===== config.mk =====
export PLATFORM = sky130hd
export DESIGN_NAME = dual_gpio_port
export DESIGN_NICKNAME = d
export VERILOG_FILES = /design/src/shared/gpio_pkg.sv /design/src/hw/pin_sync.sv /design/src/hw/dual_gpio_port.sv
export SDC_FILE = /design/constraint.sdc
export NUM_CORES = 1
export LEC_CHECK = 0
export BUFFER_PORTS_ARGS = -buffer_cell sky130_fd_sc_hd__clkbuf_2
export CORE_ASPECT_RATIO = 0.5
export CORE_MARGIN = 1.5
export CORE_UTILIZATION = 46
export CTS_BUF_LIST = sky130_fd_sc_hd__clkbuf_8 sky130_fd_sc_hd__clkbuf_16
export CTS_CLUSTER_DIAMETER = 60
export DETAILED_ROUTE_END_ITERATION = 8
export PLACE_DENSITY_LB_ADDON = 0.08
export SLEW_MARGIN = 20
export SYNTH_ARGS = -nofsm -noshare
export SYNTH_HDL_FRONTEND = slang
export SYNTH_HIERARCHICAL = 1
export SYNTH_SLANG_ARGS = --single-unit

===== constraint.sdc =====
create_clock -name core_clk -period 3.4 [get_ports core_clk]
set_input_delay 0.68 -clock core_clk [delete_from_list [all_inputs] [get_ports core_clk]]
set_output_delay 0.68 -clock core_clk [all_outputs]
set_load 0.02 [all_outputs]

===== src/shared/gpio_pkg.sv =====
// shared constants and carrier types for the dual gpio port block
package gpio_pkg;
	localparam int ADDR_W = 16;
	localparam int DATA_W = 8;
	localparam int NARROW_PINS = 5;
	localparam int WIDE_PINS = 8;

	// register byte addresses
	localparam logic [15:0] NARROW_OUT_LATCH_ADDR = 16'h0005;
	localparam logic [15:0] WIDE_OUT_LATCH_ADDR = 16'h0007;
	localparam logic [15:0] NARROW_PIN_INPUT_ADDR = 16'h0012;
	localparam logic [15:0] WIDE_PIN_INPUT_ADDR = 16'h0014;
	localparam logic [15:0] NARROW_DIRECTION_ADDR = 16'h0f1f;
	localparam logic [15:0] WIDE_DIRECTION_ADDR = 16'h0f21;
	localparam logic [15:0] NARROW_FUNC_SEL_ADDR = 16'h0f39;
	localparam logic [15:0] WIDE_FUNC_SEL_ADDR = 16'h0f3b;

	// reset values and unmapped read value
	localparam logic [7:0] OUT_LATCH_RST = 8'h00;
	localparam logic [7:0] DIRECTION_RST = 8'h00;
	localparam logic [7:0] FUNC_SEL_RST = 8'h00;
	localparam logic [7:0] UNMAPPED_READ = 8'h00;

	// wide port function-select writable field
	localparam logic [7:0] WIDE_FUNC_SEL_MASK = 8'h1f;

	// wide port bit positions
	localparam int WIDE_IRQ_LSB = 5;
	localparam int WIDE_DIV_BIT = 4;
	localparam int WIDE_TIMER_A_LSB = 2;
	localparam int WIDE_TIMER_LSB = 0;

	// peripheral outputs that may be routed onto wide port pins
	typedef struct packed {
		logic       divider;       // divider_out_pin source
		logic [1:0] pulse_a;       // pulse_gen_a_out_one/zero
		logic [1:0] pulse;         // pulse_out_ch1/ch0
		logic [1:0] width_mod;     // width_mod_out_ch1/ch0
		logic [1:0] width_mod_sel; // 1 selects width_mod over pulse per channel
	} periph_out_t;

	// pin levels handed to on-chip peripherals from the wide port
	typedef struct packed {
		logic [2:0] ext_irq;   // ext_irq_line_four..two
		logic [1:0] timer_a_in; // timer_a_in_one/zero
		logic [1:0] timer_in;  // timer_in_ch1/ch0
	} periph_in_t;

	// register bus request
	typedef struct packed {
		logic [15:0] addr;
		logic [7:0]  wdata;
		logic        wr;
		logic        rd;
	} bus_req_t;
endpackage


===== src/hw/pin_sync.sv =====
// three-stage pin synchroniser that accepts a change once stages two and three agree
`timescale 1ns/100ps
module pin_sync #(
	parameter int WIDTH = 8
) (
	input  wire logic             core_clk, // system clock
	input  wire logic             rst,      // async reset, active high
	input  wire logic             ce,       // clock enable
	input  wire logic [WIDTH-1:0] pin_lvl,  // raw pin levels
	output logic      [WIDTH-1:0] lvl_q     // filtered levels
);
	logic [WIDTH-1:0] s1_q;
	logic [WIDTH-1:0] s2_q;
	logic [WIDTH-1:0] s3_q;
	logic [WIDTH-1:0] agree;
	logic [WIDTH-1:0] lvl_d;

	// stage one is read only by stage two, so metastability never reaches the filter
	assign agree = ~(s2_q ^ s3_q);
	assign lvl_d = (agree & s3_q) | (~agree & lvl_q);

	always_ff @(posedge core_clk or posedge rst)
	begin
		if (rst)
		begin
			s1_q <= '0;
			s2_q <= '0;
			s3_q <= '0;
			lvl_q <= '0;
		end
		else if (ce)
		begin
			s1_q <= pin_lvl;
			s2_q <= s1_q;
			s3_q <= s2_q;
			lvl_q <= lvl_d;
		end
	end
endmodule


===== src/hw/dual_gpio_port.sv =====
// five-pin analog-shared port and eight-pin timer-shared port with register access
//
// Strobed register access was chosen for this implementation.
`timescale 1ns/100ps
module dual_gpio_port (
	input  wire logic                     core_clk,            // system clock, 25 MHz
	input  wire logic                     rst,                 // async reset, active high
	input  wire logic                     ce,                  // clock enable, freezes all state when low
	input  wire gpio_pkg::bus_req_t       bus_req,             // register bus request
	output logic      [7:0]               rdata_q,             // read data, valid the cycle after rd
	input  wire logic [4:0]               narrow_pin_in,       // narrow pin levels
	output logic      [4:0]               narrow_pin_out_q,    // narrow pin drive value
	output logic      [4:0]               narrow_pin_oe_n_q,   // narrow pin enable, low drives
	output logic      [4:0]               narrow_analog_en_q,  // analog_channel_eight..twelve connect
	input  wire logic [7:0]               wide_pin_in,         // wide pin levels
	output logic      [7:0]               wide_pin_out_q,      // wide pin drive value
	output logic      [7:0]               wide_pin_oe_n_q,     // wide pin enable, low drives
	input  wire gpio_pkg::periph_out_t    periph_out,          // peripheral outputs for wide pins
	output gpio_pkg::periph_in_t          periph_in_q          // wide pin levels to peripherals
);
	logic [7:0] n_latch_q;
	logic [7:0] n_dir_q;
	logic [7:0] n_fc_q;
	logic [7:0] w_latch_q;
	logic [7:0] w_dir_q;
	logic [7:0] w_fc_q;
	logic [4:0] n_lvl;
	logic [7:0] w_lvl;

	// read gate shared by both ports
	function automatic logic [7:0] port_read(input logic [7:0] lvl, input logic [7:0] dir,
		input logic [7:0] fc);
		port_read = lvl & ~dir & ~fc;
	endfunction

	// drive value: peripheral output only when output mode and select are both set
	function automatic logic [7:0] pin_drive(input logic [7:0] latch, input logic [7:0] dir,
		input logic [7:0] fc, input logic [7:0] alt);
		pin_drive = ((dir & fc) & alt) | (~(dir & fc) & latch);
	endfunction

	pin_sync #(
		.WIDTH (5)
	) u_narrow_sync (
		.core_clk (core_clk),
		.rst      (rst),
		.ce       (ce),
		.pin_lvl  (narrow_pin_in),
		.lvl_q    (n_lvl)
	);

	pin_sync #(
		.WIDTH (8)
	) u_wide_sync (
		.core_clk (core_clk),
		.rst      (rst),
		.ce       (ce),
		.pin_lvl  (wide_pin_in),
		.lvl_q    (w_lvl)
	);

	// register decode
	wire        wr_en = bus_req.wr && ce;
	wire        rd_en = bus_req.rd && ce;
	wire        sel_n_latch = bus_req.addr == gpio_pkg::NARROW_OUT_LATCH_ADDR;
	wire        sel_w_latch = bus_req.addr == gpio_pkg::WIDE_OUT_LATCH_ADDR;
	wire        sel_n_pin = bus_req.addr == gpio_pkg::NARROW_PIN_INPUT_ADDR;
	wire        sel_w_pin = bus_req.addr == gpio_pkg::WIDE_PIN_INPUT_ADDR;
	wire        sel_n_dir = bus_req.addr == gpio_pkg::NARROW_DIRECTION_ADDR;
	wire        sel_w_dir = bus_req.addr == gpio_pkg::WIDE_DIRECTION_ADDR;
	wire        sel_n_fc = bus_req.addr == gpio_pkg::NARROW_FUNC_SEL_ADDR;
	wire        sel_w_fc = bus_req.addr == gpio_pkg::WIDE_FUNC_SEL_ADDR;

	// pin input views; upper narrow bits read zero
	wire [7:0]  n_pin_view = port_read({3'h0, n_lvl}, n_dir_q, n_fc_q);
	wire [7:0]  w_pin_view = port_read(w_lvl, w_dir_q, 8'h00);

	wire [7:0]  rd_mux =
		sel_n_latch ? n_latch_q :
		sel_w_latch ? w_latch_q :
		sel_n_pin   ? n_pin_view :
		sel_w_pin   ? w_pin_view :
		sel_n_dir   ? n_dir_q :
		sel_w_dir   ? w_dir_q :
		sel_n_fc    ? n_fc_q :
		sel_w_fc    ? w_fc_q :
		gpio_pkg::UNMAPPED_READ;

	// secondary outputs in wide bit order: bit 4 divider, 3..2 pulse a, 1..0 pulse or pwm
	wire [1:0]  pwm_or_pulse = (periph_out.width_mod_sel & periph_out.width_mod) |
		(~periph_out.width_mod_sel & periph_out.pulse);
	wire [7:0]  w_alt = {3'h0, periph_out.divider, periph_out.pulse_a, pwm_or_pulse};

	// narrow pins only ever carry the latch; the analog path is a separate switch
	wire [7:0]  n_drive = pin_drive(n_latch_q, n_dir_q, 8'h00, 8'h00);
	wire [7:0]  w_drive = pin_drive(w_latch_q, w_dir_q, w_fc_q, w_alt);

	// peripheral inputs see the pin only while the bit is an input
	wire [7:0]  w_in_view = w_lvl & ~w_dir_q;

	always_ff @(posedge core_clk or posedge rst)
	begin
		if (rst)
		begin
			n_latch_q <= gpio_pkg::OUT_LATCH_RST;
			n_dir_q <= gpio_pkg::DIRECTION_RST;
			n_fc_q <= gpio_pkg::FUNC_SEL_RST;
		end
		else if (wr_en)
		begin
			if (sel_n_latch)
				n_latch_q <= bus_req.wdata;
			if (sel_n_dir)
				n_dir_q <= bus_req.wdata;
			if (sel_n_fc)
				n_fc_q <= bus_req.wdata;
		end
	end

	always_ff @(posedge core_clk or posedge rst)
	begin
		if (rst)
		begin
			w_latch_q <= gpio_pkg::OUT_LATCH_RST;
			w_dir_q <= gpio_pkg::DIRECTION_RST;
			w_fc_q <= gpio_pkg::FUNC_SEL_RST;
		end
		else if (wr_en)
		begin
			if (sel_w_latch)
				w_latch_q <= bus_req.wdata;
			if (sel_w_dir)
				w_dir_q <= bus_req.wdata;
			if (sel_w_fc)
				w_fc_q <= bus_req.wdata & gpio_pkg::WIDE_FUNC_SEL_MASK;
		end
	end

	always_ff @(posedge core_clk or posedge rst)
	begin
		if (rst)
			rdata_q <= '0;
		else if (rd_en)
			rdata_q <= rd_mux;
	end

	// pin drivers are registered so the pads never see decode glitches
	always_ff @(posedge core_clk or posedge rst)
	begin
		if (rst)
		begin
			narrow_pin_out_q <= '0;
			narrow_pin_oe_n_q <= '1;
			narrow_analog_en_q <= '0;
			wide_pin_out_q <= '0;
			wide_pin_oe_n_q <= '1;
			periph_in_q <= '0;
		end
		else if (ce)
		begin
			narrow_pin_out_q <= n_drive[4:0];
			narrow_pin_oe_n_q <= ~n_dir_q[4:0];
			narrow_analog_en_q <= n_fc_q[4:0];
			wide_pin_out_q <= w_drive;
			wide_pin_oe_n_q <= ~w_dir_q;
			periph_in_q.ext_irq <= w_in_view[7:5];
			periph_in_q.timer_a_in <= w_in_view[3:2];
			periph_in_q.timer_in <= w_in_view[1:0];
		end
	end
endmodule


==> metrics <==
run status=finished, final reports clean; final core utilization=0.565; Netlist cell types=48; worst r2r src=w_dir_q[4]; number of flops mapped to enable cells by yosys=0; Seq/Total Area, Yosys=0.562; core area=13600 um2; Slew headroom=0.497; Worst Hold Class=input pin to async pin; layout cells sized above 1=0.433; Routed wire per std cell=18.2 um; Fin. Hold Viols=0; DP Wirelength=10100 um; FMAX=413 MHz; Slew @ Worst Pin=approximately 750 ps; #FFs+latches synth=143; Primary FF master, synth=dfrtp_1; leakage power=roughly 3.7 nW; synth top area cells=dfrtp_1 (51%), mux2_2 (17%), dfstp_2 (5.3%); diode count=0; CTS Buf Count=17; final WL=14500 um; Clock Latency Late Sink=420 ps; DIE AREA=14700 um2; yosys warns=6; total vias in the final route=4253; Setup CP Type=input pin to flip-flop; reg2reg setup slack=2050 ps; grt total ovfl=0; Placed Cells=763; cell accounting for the most synthesized area=dfrtp_1; # nets final=around 640; worst endpoint required time=3700 ps; GP Congestion=a little over 0.8; final period utilization=0.711; CTS tree=yes; Net Switching=between 0.001 and 0.0015 W; initial antenna violation count=0; largest net degree at the start of global routing=108; CTS sink count=143; clk slew on worst S/H paths=70 ps; Hold-fix buffers, CTS=0; Fin Hold WS=314 ps; Post-Syn Instances=488; Die Wd=about 170 um; CP Max Fanout=8; Synthesized Nets=roughly 540; Max VDD drop=0.000305 V; # Post-CTS Setup Buffers=0; Flop pwr share=0.458; final setup skew=10.6 ps; Worst setup EP type=flip-flop; fraction of registers with async set/reset=1.00; Chip Height=86.4 um; post-route ant nets=0; RSZ-0062 raised after global routing=false; I/O Pins=slightly below 100; Switching Share=0.266; Final min period=between 2000 and 2500 ps; synthesized cell area=6390 um2; Longest Clk Path Bufs=2; cts repair resizes=0; htree depth=4; max-slew violations=0; Non-Filler Instances=795; Worst Path Arrival=2720 ps; Syn Area/Cell=13.1 um2; area grow syn2layout=19.7%; CP Launch Point=bus_req[25]; Logic pwr share=0.121; Starting DRT DRC Count=264; Setup TNS Final=0 ps; Pint=between 0.003 and 0.004 W; crit path launch type=input pin; R2R depth=4; Synth top area share=0.509; port bufs=between 90 and 100; Root Buffer=clkbuf_16; DR pass1 iterations=4; vias in the first global route=4092; Cell Rows=30; GRT Total Usage=0.212; DRC Markers=0; clock power share=0.420; # setup viols final=0; vias per inst=~5.3; Power Density=around 570 nW/um2; Starting Density=0.472; max_cap viols=0; first-pass GRT wire length=22900 um; Crit Reg-Reg Endpoint=rdata_q[4]
metrics by stage:
step | power (W) | worst slack, ps | instance area (um2)
2_1_floorplan | 0.00236 | 378 | 6390
3_3_place_gp | 0.00256 | 686 | 7070
3_5_place_dp | 0.00258 | 595 | 7070
4_1_cts | 0.00444 | 1040 | 7650
5_1_grt | 0.00459 | 870 | 7650
6_report | 0.00438 | 981 | 7650
critical path, stage by stage:
cell      delay [ps]
clkbuf_2          90
nor4_1           530
nand2_1          210
nor4_1           390
and2_1           440
mux2_2           380
flip-flops by register name, indices dropped and copies added (netlist names), 7 cells and up, named ones only:
name	cells
n_dir_q	8
u_wide_sync/s2_q	8
w_dir_q	8
rdata_q	8
wide_pin_out_q	8
n_fc_q	8
w_latch_q	8
u_wide_sync/s1_q	8
wide_pin_oe_n_q	8
periph_in_q	7
n_drive	8
u_wide_sync/s3_q	8
power by group through the flow:
| stage | clock network, W | registers (W) | logic, W |
|---|---|---|---|
| floorplan | 0 | 0.00205 | 0.000316 |
| global placement | 0 | 0.00203 | 0.000526 |
| detailed placement | 0 | 0.00204 | 0.000537 |
| CTS | 0.00189 | 0.00201 | 0.000538 |
| global route | 0.00197 | 0.00203 | 0.000581 |
| finish | 0.00184 | 0.00201 | 0.000530 |
cells in the mapped netlist (12+ instances only):
library cell    n
mux2i_1        24
nand2b_1       17
mux2_2         96
dfrtp_1       130
nor2_1         14
a22o_1         12
a21o_1         12
a21oi_1        22
inv_1          21
dfstp_2        13
nand2_1        16
cell usage in the layout, fill, tap and decap left out, drive strengths merged, types with 2 or more instances in the layout:
cell type / instances
a211oi: 7
a21o: 12
a21oi: 22
a221o: 3
a22o: 12
a22oi: 3
a31oi: 2
and2: 2
and4: 2
buf: 11
bufinv: 2
clkbuf: 112
clkinv: 7
clkinvlp: 3
dfrtp: 130
dfstp: 13
inv: 24
mux2: 104
mux2i: 24
nand2: 16
nand2b: 17
nand3: 6
nand4: 5
nor2: 14
nor2b: 9
nor4: 8
o211ai: 4
o22ai: 8
o2bb2ai: 6
or4: 3
worst max-delay path by stage:
stage / to / slack, ps / cells after the start
global placement: n_fc_q[1] / 690 / 6
global route: n_fc_q[4] / 870 / 6
floorplan: n_dir_q[0] / 380 / 1
CTS: n_fc_q[4] / 1040 / 6
detailed placement: n_fc_q[7] / 590 / 6
finish: n_fc_q[6] / 980 / 6
routing by layer:
| layer | vias up | track usage | part of all wire |
|---|---|---|---|
| met3 | 11 | 0.0539 | 0.042 |
| met5 | - | 0 | 0 |
| met4 | 0 | 0.0555 | 0.0079 |
| met1 | 2151 | 0.314 | 0.51 |
| met2 | 90 | 0.309 | 0.44 |
| li1 | 2001 | - | - |
final cells by class:
cell class              count  area [um2]
flip-flops and latches    143        3590
fillers                  1150        5900
well taps                 192         240
multi-input cells         301        2570
inverters                  21        80.1
repair buffers            106         583
clock inverters            15         161
clock buffers              17         425
logic make-up after synthesis:
logic type / share of synthesized area
AND/OR/NAND/NOR: 0.0863
buffers and inverters: 0.0356
flip-flops: 0.562
AO/OA/AOI/OAI: 0.0902
multiplexers: 0.225
(Power assumes the default switching activity.)
